===== src/hw/sas_consts.svh =====
// Named constants of the converter sequencer: register addresses, fields, reset values and phase timing.
// Assumes one clock-enabled cycle of the core clock is one machine cycle.
`ifndef SAS_CONSTS_SVH
`define SAS_CONSTS_SVH

// Special function register addresses.
`define SAS_ADDR_CTRL 8'hd8
`define SAS_ADDR_RESULT 8'hd9
`define SAS_ADDR_START 8'hda
`define SAS_ADDR_PORT 8'hdb

// Control register field positions.
`define SAS_CTRL_CHAN_HI 2
`define SAS_CTRL_CONT 3
`define SAS_CTRL_BUSY 4
`define SAS_CTRL_DONE 5

// Reset values.
`define SAS_CHAN_RST 3'h0
`define SAS_BYTE_RST 8'h00
`define SAS_CYC_RST 4'h0

// Phase timing in machine cycles, counted from 0 at the first sampling cycle.
`define SAS_LOAD_LAST 4'h1
`define SAS_SAMPLE_LAST 4'h4
`define SAS_APPROX_LAST 4'hc
`define SAS_CONV_LAST 4'he
`define SAS_CYC_STEP 4'h1

// First trial code of the approximation: only the top bit set.
`define SAS_SAR_INIT 8'h80

`endif


===== src/hw/sas_pkg.sv =====
// Types shared by the converter sequencer files.
// Assumes nothing of its surroundings.
package sas_pkg;

  // Sequencer phases, one-hot.
  typedef enum logic [3:0] {
    st_idle = 4'h1,
    st_sample = 4'h2,
    st_approx = 4'h4,
    st_finish = 4'h8
  } sas_state_t;

endpackage


===== src/hw/sas_adc_seq.sv =====
// Control and timing logic of an 8-bit successive-approximation converter with eight inputs.
// Assumes ce marks one machine cycle, and that an external comparator reports input above dac_code.
//
// What this block does
// - Eight-bit successive approximation, one of eight inputs.
// - Sampling phase lasts five machine cycles.
// - Whole conversion takes fifteen machine cycles.
// - Single or continuous conversion mode.
// - End of conversion raises an interrupt request.
// - Capacitor load interval at most two cycles.
// - Analog pins read as digital input port.
`timescale 1ns/1ps

`include "sas_consts.svh"

module sas_adc_seq
  import sas_pkg::*;
(
  // Clock, reset and machine-cycle enable.
  input wire logic clk,
  input wire logic rstn,
  input wire logic ce,
  // Special function register access.
  input wire logic [7:0] sfr_addr,
  input wire logic sfr_wr,
  input wire logic sfr_rd,
  input wire logic [7:0] sfr_wdata,
  output logic [7:0] sfr_rdata,
  output logic sfr_hit,
  // Analog input pins seen as digital levels.
  input wire logic [7:0] pin_in,
  // Analog front end control.
  output logic [2:0] ain_sel,
  output logic sample_en,
  output logic load_en,
  output logic [7:0] dac_code,
  input wire logic cmp_in,
  output logic [7:0] ref_code,
  // Toward the interrupt logic and status.
  output logic eoc_req,
  output logic busy
);

  sas_state_t st_q;
  logic [3:0] cyc_q;
  logic [2:0] chan_q;
  logic cont_q;
  logic done_q;
  logic [7:0] sar_q;
  logic [7:0] sar_next;
  logic [7:0] result_q;
  logic [7:0] ref_q;
  logic [7:0] rdata_q;
  logic [2:0] sel_q;
  logic eoc_q;
  logic [3:0] bit_pos;
  logic wr_ctrl;
  logic wr_start;
  logic start_now;
  logic finish_now;

  // Register strobes; the port and result addresses take no writes.
  assign wr_ctrl = ce && sfr_wr && (sfr_addr == `SAS_ADDR_CTRL);
  assign wr_start = ce && sfr_wr && (sfr_addr == `SAS_ADDR_START);
  assign start_now = wr_start && (st_q == st_idle);
  assign finish_now = ce && (st_q == st_finish) && (cyc_q == `SAS_CONV_LAST);

  // Address decode answer for the core.
  assign sfr_hit = (sfr_addr == `SAS_ADDR_CTRL) || (sfr_addr == `SAS_ADDR_RESULT) ||
                   (sfr_addr == `SAS_ADDR_START) || (sfr_addr == `SAS_ADDR_PORT);

  // Bit under trial falls from 7 to 0 over the approximation cycles.
  assign bit_pos = `SAS_APPROX_LAST - cyc_q;

  // Phase sequencer; a start write while busy is ignored.
  always_ff @(posedge clk) begin
    if (!rstn) begin
      st_q <= st_idle;
      cyc_q <= `SAS_CYC_RST;
      sel_q <= `SAS_CHAN_RST;
    end else if (ce) begin
      unique case (st_q)
        st_idle: begin
          if (start_now) begin
            st_q <= st_sample;
            cyc_q <= `SAS_CYC_RST;
            sel_q <= chan_q;
          end
        end
        st_sample: begin
          cyc_q <= cyc_q + `SAS_CYC_STEP;
          if (cyc_q == `SAS_SAMPLE_LAST) begin
            st_q <= st_approx;
          end
        end
        st_approx: begin
          cyc_q <= cyc_q + `SAS_CYC_STEP;
          if (cyc_q == `SAS_APPROX_LAST) begin
            st_q <= st_finish;
          end
        end
        st_finish: begin
          if (cyc_q == `SAS_CONV_LAST) begin
            cyc_q <= `SAS_CYC_RST;
            if (cont_q) begin
              st_q <= st_sample;
              sel_q <= chan_q;
            end else begin
              st_q <= st_idle;
            end
          end else begin
            cyc_q <= cyc_q + `SAS_CYC_STEP;
          end
        end
      endcase
    end
  end

  // Successive-approximation step logic.
  sas_sar_step u_step (
    .code(sar_q),
    .bit_idx(bit_pos[2:0]),
    .cmp_hi(cmp_in),
    .next_code(sar_next)
  );

  // Trial register: seeded at the last sampling cycle, refined once per approximation cycle.
  always_ff @(posedge clk) begin
    if (!rstn) begin
      sar_q <= `SAS_BYTE_RST;
    end else if (ce) begin
      if ((st_q == st_sample) && (cyc_q == `SAS_SAMPLE_LAST)) begin
        sar_q <= `SAS_SAR_INIT;
      end else if (st_q == st_approx) begin
        sar_q <= sar_next;
      end
    end
  end

  // Result and end-of-conversion request are loaded on the same edge.
  always_ff @(posedge clk) begin
    if (!rstn) begin
      result_q <= `SAS_BYTE_RST;
      eoc_q <= 1'b0;
    end else if (ce) begin
      eoc_q <= finish_now;
      if (finish_now) begin
        result_q <= sar_q;
      end
    end
  end

  // Control fields; the done flag is cleared by writing zero to it, and a finish in the same cycle wins.
  always_ff @(posedge clk) begin
    if (!rstn) begin
      chan_q <= `SAS_CHAN_RST;
      cont_q <= 1'b0;
      done_q <= 1'b0;
    end else if (ce) begin
      if (wr_ctrl) begin
        chan_q <= sfr_wdata[`SAS_CTRL_CHAN_HI:0];
        cont_q <= sfr_wdata[`SAS_CTRL_CONT];
      end
      if (finish_now) begin
        done_q <= 1'b1;
      end else if (wr_ctrl && !sfr_wdata[`SAS_CTRL_DONE]) begin
        done_q <= 1'b0;
      end
    end
  end

  // Reference setting, stored on every start-register write.
  always_ff @(posedge clk) begin
    if (!rstn) begin
      ref_q <= `SAS_BYTE_RST;
    end else if (wr_start) begin
      ref_q <= sfr_wdata;
    end
  end

  // Read data; the port read only samples the pins and leaves the conversion alone.
  always_ff @(posedge clk) begin
    if (!rstn) begin
      rdata_q <= `SAS_BYTE_RST;
    end else if (ce && sfr_rd) begin
      unique case (sfr_addr)
        `SAS_ADDR_CTRL: rdata_q <= {2'h0, done_q, busy, cont_q, chan_q};
        `SAS_ADDR_RESULT: rdata_q <= result_q;
        `SAS_ADDR_START: rdata_q <= ref_q;
        `SAS_ADDR_PORT: rdata_q <= pin_in;
        default: rdata_q <= `SAS_BYTE_RST;
      endcase
    end
  end

  // Front end controls decode from the registered phase and count.
  // The source must hold its level after the load interval; sample_en stays high until the hold ends.
  assign sample_en = (st_q == st_sample);
  assign load_en = (st_q == st_sample) && (cyc_q <= `SAS_LOAD_LAST);
  assign ain_sel = sel_q;
  assign dac_code = sar_q;
  assign ref_code = ref_q;
  assign eoc_req = eoc_q;
  assign busy = (st_q != st_idle);
  assign sfr_rdata = rdata_q;
endmodule // sas_adc_seq


===== src/hw/sas_sar_step.sv =====
// One successive-approximation step: decides the bit under trial and sets the next one.
// Assumes the code holds the current trial with the bit under trial already set.
`timescale 1ns/1ps

module sas_sar_step
  import sas_pkg::*;
(
  // Current trial.
  input wire logic [7:0] code,
  input wire logic [2:0] bit_idx,
  input wire logic cmp_hi,
  // Next trial, or the final result after the lowest bit.
  output logic [7:0] next_code
);

  // Clear the trial bit when the input lies below the trial level, then try the bit below.
  always_comb begin
    next_code = code;
    if (!cmp_hi) begin
      next_code[bit_idx] = 1'b0;
    end
    if (bit_idx != 3'h0) begin
      next_code[bit_idx - 3'h1] = 1'b1;
    end
  end

endmodule // sas_sar_step


===== config.mk =====
export PLATFORM = sky130hd
export DESIGN_NAME = sas_adc_seq
export DESIGN_NICKNAME = d
export VERILOG_FILES = /design/src/hw/sas_pkg.sv /design/src/hw/sas_adc_seq.sv /design/src/hw/sas_sar_step.sv
export VERILOG_INCLUDE_DIRS = /design/src /design/src/hw
export SDC_FILE = /design/constraint.sdc
export NUM_CORES = 1
export LEC_CHECK = 0
export BUFFER_PORTS_ARGS = -buffer_cell sky130_fd_sc_hd__buf_2
export CORE_MARGIN = 1.5
export CORE_UTILIZATION = 30
export CTS_CLUSTER_DIAMETER = 80
export DETAILED_ROUTE_END_ITERATION = 12
export MAX_ROUTING_LAYER = met4
export PLACE_DENSITY_LB_ADDON = 0.3
export SLEW_MARGIN = 25
export SYNTH_ARGS = -nofsm -noshare
export SYNTH_HDL_FRONTEND = slang
export SYNTH_SLANG_ARGS = --single-unit

===== constraint.sdc =====
create_clock -name clk -period 2 [get_ports clk]
set_input_delay 0.3 -clock clk [delete_from_list [all_inputs] [get_ports clk]]
set_output_delay 0.3 -clock clk [all_outputs]
set_load 0.1 [all_outputs]

Yosys cells after proc, flatten, opt, wreduce, memory -nomap -nowiden
Index checks and enable logic that the tools add are counted.
{"block": "op_classes", "add_sub_neg": 3, "magnitude_cmp": 5, "n_eq_ne": 17, "mux": 24, "bitwise": 3, "n_reduce_logical": 28}
{"cell": "equality test 8 bit (second input constant)", "n": 4}
{"cell": "2-to-1 mux 8 bit", "n": 4}
{"cell": "one-hot mux 8 bit (4 select lines)", "n": 1}
{"cell": "2-to-1 mux 4 bit", "n": 6}
{"cell": "one-hot mux 4 bit (4 select lines)", "n": 1}
{"cell": "equality test 4 bit (second input constant)", "n": 3}
{"cell": "logical AND 1 bit", "n": 12}
{"cell": "one-hot mux 4 bit (3 select lines)", "n": 1}
{"cell": "AND reduction 2 bit", "n": 5}
{"cell": "AND reduction 5 bit", "n": 2}
{"cell": "2-to-1 mux 3 bit", "n": 3}
{"cell": "AND 8 bit", "n": 1}
{"cell": "equality test 4 x 3 -> 1 bit (second input constant)", "n": 2}
{"cell": "less-than comparator 3 x 4 -> 1 bit (second input constant)", "n": 2}
{"cell": "inverter 8 bit", "n": 1}
{"cell": "OR 8 bit", "n": 1}
{"cell": "demux 1 bit (select 3 bit)", "n": 2}
{"cell": ">= comparator 3 x 1 -> 1 bit (second input constant)", "n": 2}
{"cell": "!= test 2 bit (second input constant)", "n": 3}
{"cell": "one-hot mux 3 bit (2 select lines)", "n": 1}
{"cell": "nonzero test 2 bit", "n": 3}
{"cell": "adder 4 x 1 -> 4 bit (second input constant)", "n": 1}
{"cell": "equality test 4 x 1 -> 1 bit (second input constant)", "n": 1}
{"cell": "equality test 4 x 2 -> 1 bit (second input constant)", "n": 1}
{"cell": "11 further kinds", "n": 17}
{"block": "totals", "regBits": 49, "input_bits": 30, "word_cells": 91}

Logic depth before layout (Yosys ltp)
Gate-level depths: netlist (run 1).
{"block": "logic_depth", "word_depth": 12, "depth_mapped": 7, "ltp_nobuf": 6}

Hierarchy
A second synthesis (run 1) with hierarchy kept.
{"block": "hier_totals", "hier_cells": 308, "area_unflattened_um2": 2678.8}
{"module": "sas_adc_seq", "instances": 1, "cells_each": 276, "area_per_inst_um2": 2431.1}
{"module": "sas_sar_step", "instances": 1, "cells_each": 32, "area_per_inst_um2": 247.7}

Least setup slack after synthesis (run 1)
No wires, ideal clock.
{"block": "synth_timing", "kind": "register to output", "from": "register st_q[2]", "to": "output load_en", "arrival_time_ns": 3.826, "path_slack_ns": -2.126, "stages_incl_launch_ff": 4, "path_buffers": 1, "path_cell_list": "dfxtp_1 -> buf_6 -> or4b_4 -> nor4_1"}
{"block": "synth_between", "elab_chain_cells": 2}
{"element": "start: declaration", "line": "sas_adc_seq.sv:44", "rtl": "sas_state_t st_q;"}
{"element": "start signal: assignment", "line": "sas_adc_seq.sv:78", "rtl": "st_q <= st_idle;"}
{"element": "start signal: assignment", "line": "sas_adc_seq.sv:85", "rtl": "st_q <= st_sample;"}
{"element": "start signal: assignment", "line": "sas_adc_seq.sv:93", "rtl": "st_q <= st_approx;"}
{"element": "equality test 4 x 2 -> 1 bit", "line": "sas_adc_seq.sv:199", "rtl": "assign load_en = (st_q == st_sample) && (cyc_q <= `SAS_LOAD_LAST);"}
{"element": "logical AND 1 bit", "line": "sas_adc_seq.sv:199"}
{"element": "end: declaration", "line": "sas_adc_seq.sv:35", "rtl": "output logic load_en,"}
Every way passes these cells.

Final worst setup path (run 1)
Ends and elaborated chain as after synthesis.

==> results of run 1 <==
==> state kept, by name, summed over array words and instances (netlist names) <==
name       flops
cyc_q          4
ain_sel        3
eoc_req        1
st_q           4
ref_code       8
result_q       8
dac_code       8
chan_q         3
done_q         1
cont_q         1
sfr_rdata      8
==> final timing paths <==
path	from	endpoint	slack, ps	depth (start not counted)
worst min-delay path	sfr_wdata[4]	ref_code[4]	230	3
worst max register to register	st_q[3]	ain_sel[0]	170	5
worst min register to register	sfr_rdata[7]	sfr_rdata[7]	450	2
worst max-delay path	st_q[2]	load_en	20	3
==> metal layers <==
| layer | share of wire (%) | wire [um] | global-route usage (%) | up-vias |
|---|---|---|---|---|
| met5 | 0 | 0 | - | - |
| li1 | - | - | - | 1129 |
| met2 | 47 | 3250 | 24.0 | 73 |
| met4 | 0.31 | 21 | 4.35 | 0 |
| met3 | 5.5 | 377 | 2.63 | 2 |
| met1 | 47 | 3220 | 21.8 | 1100 |
==> layout by cell type (no fill, tap or decap), drive strengths merged, types with 2 or more instances in the layout <==
| cell type | n |
|---|---|
| o21ai | 7 |
| o22ai | 2 |
| mux2i | 18 |
| nand4 | 6 |
| inv | 11 |
| a21oi | 17 |
| or3b | 2 |
| nand3b | 2 |
| nand4b | 4 |
| nand2b | 3 |
| dfxtp | 49 |
| nor3b | 2 |
| a211oi | 2 |
| nand2 | 33 |
| clkinv | 2 |
| a31oi | 4 |
| or4b | 2 |
| or3 | 2 |
| and3 | 4 |
| a22o | 4 |
| nor2 | 19 |
| xnor2 | 2 |
| nor4b | 4 |
| buf | 82 |
| a32o | 7 |
| a2bb2oi | 2 |
| mux2 | 2 |
| ha | 5 |
| o2bb2ai | 4 |
| nand3 | 6 |
| nor3 | 5 |
| mux4 | 6 |
| clkbuf | 5 |
==> report_power, final <==
group	internal (W)	switching [W]	total (W)	leakage, nW
clock	0.000249	0.000355	0.000604	0.0445
sequential	0.000982	0.0000130	0.000995	0.397
combinational	0.000145	0.000211	0.000357	0.874
==> kinds of logic (layout without fill, tap and decap cells) <==
| group | Yosys count | count (layout) |
|---|---|---|
| AO/OA/AOI/OAI | 58 | 58 |
| multiplexers | 26 | 26 |
| XOR/XNOR | 3 | 3 |
| flip-flops | 49 | 49 |
| AND/OR/NAND/NOR | 99 | 99 |
| buffers and inverters | 32 | 101 |
| adder cells (fa/ha/maj) | 5 | 5 |
==> cell type report <==
type | count | area (um^2) | area share (%)
Sequential cell | 49 | 992 | 31.0
Tap cell | 105 | 131 | 4.10
Inverter | 11 | 42.5 | 1.33
Clock buffer | 5 | 68.8 | 2.15
Clock inverter | 3 | 21.3 | 0.664
Timing Repair Buffer | 82 | 508 | 15.8
Multi-Input combinational cell | 191 | 1440 | 45.0
==> metrics by stage <==
stage	power [W]	utilization (%)	worst slack, ps	hold WS, ps
2_1_floorplan	0.00125	-	-318	436
3_3_place_gp	0.00136	37.5	107	445
3_5_place_dp	0.00137	37.5	62.1	443
4_1_cts	0.00196	38.8	5.02	231
5_1_grt	0.00203	39.0	-26.8	239
6_report	0.00196	39.0	18.2	234
==> worst max-delay path, stage by stage (launching register included) <==
cell and delay (ps):
dfxtp_4 390, or4b_4 560, nor4_4 210, buf_12 210
==> cells in the mapped netlist, types with 2 or more instances <==
library cell / number / area, um^2
and3_1: 3 / 18.8
ha_1: 5 / 62.6
a31oi_1: 4 / 25.0
o2bb2ai_1: 4 / 35.0
or3b_2: 2 / 17.5
a22o_1: 4 / 35.0
buf_6: 3 / 33.8
clkbuf_1: 10 / 37.5
a2bb2oi_1: 2 / 17.5
a21oi_1: 17 / 85.1
o21ai_0: 6 / 30.0
a32o_1: 7 / 70.1
nor4b_1: 2 / 17.5
mux4_2: 6 / 135
mux2_2: 2 / 22.5
nand3b_1: 2 / 15.0
nand4b_1: 3 / 26.3
nor2_1: 19 / 71.3
nand2b_1: 3 / 18.8
dfxtp_1: 49 / 981
buf_2: 7 / 35.0
inv_1: 10 / 37.5
nand2_1: 33 / 124
xnor2_1: 2 / 17.5
nand3_1: 6 / 30.0
nor3_1: 5 / 25.0
nand4_1: 6 / 37.5
o22ai_1: 2 / 12.5
nor3b_1: 2 / 15.0
a211oi_2: 2 / 25.0
or3_1: 2 / 12.5
mux2i_1: 18 / 180
==> what timing repair did <==
action,4_1_cts,5_1_grt
pin swaps,1,0
buffers inserted,1,0
resized for setup,4,6
endpoints found under the setup margin,1,5
==> out/qor.log, run 1 <==
qor: yosys.yosys.area_share.adder 2.46%
qor: clock_network.clk_lat_worst_skew 310 ps
qor: setup_path.cp.required 1700 ps
qor: floorplanning.initial_utilization 31.0%
qor: final_layout.ratio_of_cells_with_drive_above_1_in_the_final_layout 34.9%
qor: timing.grt_setup_unrepaired true
qor: yosys.post_synth.cell_area_avg 9.36 um^2
qor: floorplanning.chip_height 95.1 um
qor: final_layout.syn2layout_area_growth 26.0%
qor: floorplanning.rows 33
qor: setup_path.critical_path_launch_point_type register
qor: clock_network.ctsRootBufferMaster clkbuf_8
qor: yosys.async_reset_ff_share 0%
qor: clock_network.clock_pin_slew_on_the_worst_setup_and_hold_paths 110 ps
qor: power.power_leakage 1.32 nW
qor: run_status.status completed
qor: timing.final.period_utilization 99.1%
qor: yosys.seq_area_frac_synth 38.5%
qor: placement.dp.cells 437
qor: global_route.vias_in_the_first_global_route 2182
qor: clock_network.cts_tree done
qor: yosys.synth_simple_gate_area_share 22.0%
qor: global_route.largest_net_degree_at_the_start_of_global_routing 19
qor: final_layout.finalNonFillerCells 446
qor: yosys.postSynth.topFlopCell dfxtp_1
qor: power.peak_supply_drop 0.270 mV
qor: final_layout.final.fill_count 826
qor: timing.fin_skew 14.5 ps
qor: placement.gp_congestion 0.878
qor: placement.post_dp_cell_area 3080 um^2
qor: setup_path.path_class reg2out
qor: setup_path.timing.critical_path.fanout_max 8
qor: yosys.mappedNetlistArea 2540 um^2
qor: placement.placement.io_buffers 61
qor: yosys.synth_compound_area_share 16.6%
qor: yosys.cells_after_synth 272
qor: route.drt-pass1-iter-count 4
qor: clock_network.cts-buffers-inserted 5
qor: clock_network.hold_buffer_count_at_cts 0
qor: power.power_density 610 nW/um^2
qor: floorplanning.dieWidth 95.1 um
qor: final_layout.antenna_cells 0
qor: yosys.post_synth_xor_area_fraction 1.03%
qor: route.detail_route.drc_violations 0
qor: timing.finalHoldViolations 0
qor: min_path.hold_path.class in2reg
qor: global_route.grt_antenna_before_repair 0
qor: yosys.synth.mux.area_fraction 13.3%
qor: route.vias_per_cell 5.17
qor: timing.relSlewSlack 67.7%
qor: floorplanning.dieArea 9040 um^2
qor: route.detail_route.wirelength 6.88 mm
qor: yosys.synth_top_family_by_area simple AND/OR/NAND/NOR gates
qor: yosys.synthesis.yosys.warnings 0
qor: floorplanning.ioPinCount 62
qor: clock_network.clock_path_buffers 2
qor: global_route.grt.overflow.total 0
qor: yosys.synth_fp_nets 307
qor: setup_path.cp.arrival 1680 ps
qor: run.cap_viol_max_count 0
qor: route.avgRoutedWirePerCell 15.4 um
qor: timing.tightestPinTransition 485 ps
qor: final_layout.layout.cell_area.non_filler 3210 um^2
qor: yosys.ys_seq_elements 49
qor: yosys.synth-edff-count 0
qor: yosys.netlist-cell-type-count 56
qor: timing.period_needed 1980 ps
qor: clock_network.htreeDepth 2
qor: route.drt_first_iter_violations 67
qor: timing.final.setup.tns 0 ps
qor: placement.place_hpwl 5.30 mm
qor: route.postRouteAntennaNets 0
qor: clock_network.clkSinkCount 49
qor: floorplanning.fp.coreArea 8220 um^2
qor: final_layout.finish.net_count 375
qor: timing.maxSlewViolCount 0
qor: global_route.grt_usage 15.9%
qor: route.vias 2304
qor: setup_path.setup.worst_path.end_class primary output
qor: global_route.grt_pass1_wl 10.9 mm
qor: timing.fmax 505 MHz
qor: timing.setup_viol_count_final 0
(Power assumes the default switching activity.)
==> run 2: changes to the inputs <==
--- a/config.mk
+++ b/config.mk
@@ -7,6 +7,8 @@
 export NUM_CORES = 1
 export LEC_CHECK = 0
 export BUFFER_PORTS_ARGS = -buffer_cell sky130_fd_sc_hd__buf_2
+export CELL_PAD_IN_SITES_DETAIL_PLACEMENT = 0
+export CELL_PAD_IN_SITES_GLOBAL_PLACEMENT = 1
 export CORE_MARGIN = 1.5
 export CORE_UTILIZATION = 30
 export CTS_CLUSTER_DIAMETER = 80
==> run 2 against run 1 <==
Effect of this change:
- worst hold slack got worse by 8.8 ps
- final cell count did not move
- design area is 0.90% higher
- largest cell class unchanged
- critical path type unchanged
==> out/qor.log, run 2 (synthesis gave the netlist of run 1 again) <==
qor: timing.finalHoldViolations 0 [unchanged]
qor: global_route.grt.overflow.total 0 [unchanged]
qor: global_route.largest_net_degree_at_the_start_of_global_routing 26 [+7]
qor: placement.placement.io_buffers 61 [unchanged]
qor: timing.final.period_utilization 97.7% [-1.4 points]
qor: global_route.vias_in_the_first_global_route 2157 [-1.1%]
qor: clock_network.clock_path_buffers 2 [unchanged]
qor: floorplanning.rows 33 [unchanged]
qor: min_path.hold_path.class in2reg
qor: clock_network.hold_buffer_count_at_cts 0 [unchanged]
qor: placement.dp.cells 435 [-0.46%]
qor: clock_network.cts-buffers-inserted 5 [unchanged]
qor: route.vias 2275 [-1.3%]
qor: setup_path.crit_chain or4b_4, nor4_4, buf_12
qor: clock_network.cts_tree done
qor: route.detail_route.wirelength 7.04 mm [+2.4%]
qor: final_layout.final_cell_mix 58 x buf_2, 45 x dfxtp_1, 33 x nand2_1, 21 x buf_4
qor: route.drt-pass1-iter-count 4 [unchanged]
qor: timing.relSlewSlack 65.0% [-2.7 points]
qor: timing.fmax 512 MHz [+1.4%]
qor: final_layout.ratio_of_cells_with_drive_above_1_in_the_final_layout 34.9% [unchanged]
qor: timing.layout_setup_ws 45.5 ps [+27.3 ps]
qor: run_status.status completed
qor: placement.place_worst_setup_slack 93.3 ps [+31.2 ps]
qor: setup_path.cp.arrival 1650 ps [-30 ps]
qor: final_layout.layout.cell_area.non_filler 3230 um^2 [+0.90%]
qor: power.power_density 645 nW/um^2 [+5.7%]
qor: power.seq_power_share 47.9% [-3.0 points]
qor: final_layout.mostFrequentLayoutCell buf_2
qor: run.cap_viol_max_count 0 [unchanged]
qor: power.netSwitchingFraction 26.9% [-2.7 points]
qor: final_layout.finish.net_count 375 [unchanged]
qor: global_route.grt_pass1_wl 11.2 mm [+3.3%]
qor: floorplanning.ioPinCount 62 [unchanged]
qor: route.detail_route.drc_violations 0 [unchanged]
qor: floorplanning.initial_utilization 31.0% [unchanged]
qor: setup_path.critical_path_launch_point_type register
qor: clock_network.htreeDepth 2 [unchanged]
qor: clock_network.clock_pin_slew_on_the_worst_setup_and_hold_paths 100 ps [about the same]
qor: setup_path.cp.buffers_inverters 1 [unchanged]
qor: floorplanning.fp.coreArea 8220 um^2 [unchanged]
qor: setup_path.setup.worst_path.end_class primary output
qor: timing.maxSlewViolCount 0 [unchanged]
qor: global_route.grt_antenna_before_repair 0 [unchanged]
qor: placement.gp_congestion 0.800 [-8.9%]
qor: placement.post_dp_cell_area 3070 um^2 [-0.49%]
qor: placement.place_hpwl 5.37 mm [+1.4%]
qor: timing.grt_setup_unrepaired true
qor: timing.setup_viol_count_final 0 [unchanged]
qor: setup_path.timing.critical_path.fanout_max 7 [-1]
qor: power.comb_power_share 16.2% [-2.0 points]
qor: final_layout.finalNonFillerCells 446 [unchanged]
qor: power.peak_supply_drop 0.288 mV [+6.5%]
qor: setup_path.crit_family simple AND/OR/NAND/NOR gates
qor: floorplanning.dieWidth 95.1 um [unchanged]
qor: clock_network.ctsRootBufferMaster clkbuf_8
qor: floorplanning.dieArea 9040 um^2 [unchanged]
qor: power.switchingPower 0.000562 W [-2.9%]
qor: setup_path.crit_path_max_incr_delay 560 ps [about the same]
qor: timing.tightestPinTransition 526 ps [+40.8 ps]
qor: global_route.grt_usage 16.6% [+0.69 points]
qor: route.avgRoutedWirePerCell 15.8 um [+2.4%]
qor: power.pwr-share-clk 35.9% [+5.0 points]
qor: setup_path.critical_path.slowest_cell or4b_4
qor: power.power_leakage 1.33 nW [+1.2%]
qor: floorplanning.chip_height 95.1 um [unchanged]
qor: route.postRouteAntennaNets 0 [unchanged]
qor: clock_network.clk_lat_worst_skew 300 ps [about the same]
qor: route.vias_per_cell 5.10 [-1.3%]
qor: timing.period_needed 1950 ps [-27.3 ps]
qor: timing.fin_skew 5.90 ps [-8.63 ps]
qor: route.drt_first_iter_violations 144 [+110%]
qor: setup_path.cp.required 1700 ps [about the same]
qor: final_layout.syn2layout_area_growth 27.1%
qor: clock_network.clkSinkCount 49 [unchanged]
qor: power.internal_power 0.00152 W [+11%]
qor: final_layout.antenna_cells 0 [unchanged]
qor: setup_path.path_class reg2out
## run 2: changes by cell type in the layout (fill, tap and decap cells not counted)
cell	change
dfxtp_1	-1
inv_6	-1
bufinv_16	+1
dfxtp_2	+1
clkbuf_8	+1
ha_2	-1
ha_1	+1
clkinv_2	-1
## run 2: power by group through the flow
stage,clock network (W),logic (W),registers [W]
2_1_floorplan,0,0.000242,0.00101
3_3_place_gp,0,0.000332,0.00102
3_5_place_dp,0,0.000332,0.00102
4_1_cts,0.000768,0.000333,0.000997
5_1_grt,0.000809,0.000368,0.00100
6_report,0.000748,0.000338,0.000999
## run 2: stage by stage
stage | hold WS (ps) | power, W | setup TNS [ps] | util, %
3_5_place_dp | 450 | 0.00135 | 0 | 37.3
6_report | 226 | 0.00209 | 0 | 39.4
3_3_place_gp | 447 | 0.00135 | 0 | 37.3
4_1_cts | 222 | 0.00210 | 0 | 39.0
5_1_grt | 217 | 0.00218 | -9.06 | 39.4
2_1_floorplan | 436 | 0.00125 | -760 | -
## run 2: what timing repair did
action / CTS / global route
setup buffers: 1 / 2
endpoints found under the setup margin: 1 / 5
hold endpoints to repair: 0 / 0
pin swaps: 2 / 0
resized for setup: 6 / 4
## run 2: final timing paths
kind / start / to / slack (ps) / cells past startpoint
hold reg to reg: ain_sel[0] / ain_sel[0] / 460 / 2
setup / recovery: st_q[3] / load_en / 50 / 3
setup reg to reg: st_q[2] / cyc_q[1] / 130 / 5
hold / removal: sfr_wdata[6] / ref_code[6] / 230 / 3
## run 2: cell type report
cell class / instances / area (um^2)
Multi-Input combinational cell: 191 / 1440
Fill cell: 836 / 4980
Inverter: 11 / 42.5
Clock buffer: 6 / 82.6
Tap cell: 105 / 131
Clock inverter: 2 / 37.5
Sequential cell: 49 / 993
Timing Repair Buffer: 82 / 508
## run 2: worst register-to-register path, delay by kind of cell, from the launching register on
family,cells,cell delay [ps]
flip-flops,1,360
AND/OR/NAND/NOR,2,940
buffers and inverters,1,160
AO/OA/AOI/OAI,2,330
## run 2: per-layer routing
layer	track usage, %	part of all wire, %	vias to the layer above
li1	-	-	1133
met1	22.8	48	1078
met2	25.6	46	59
met3	2.87	5.0	5
met4	2.99	0.60	0
met5	-	0	-
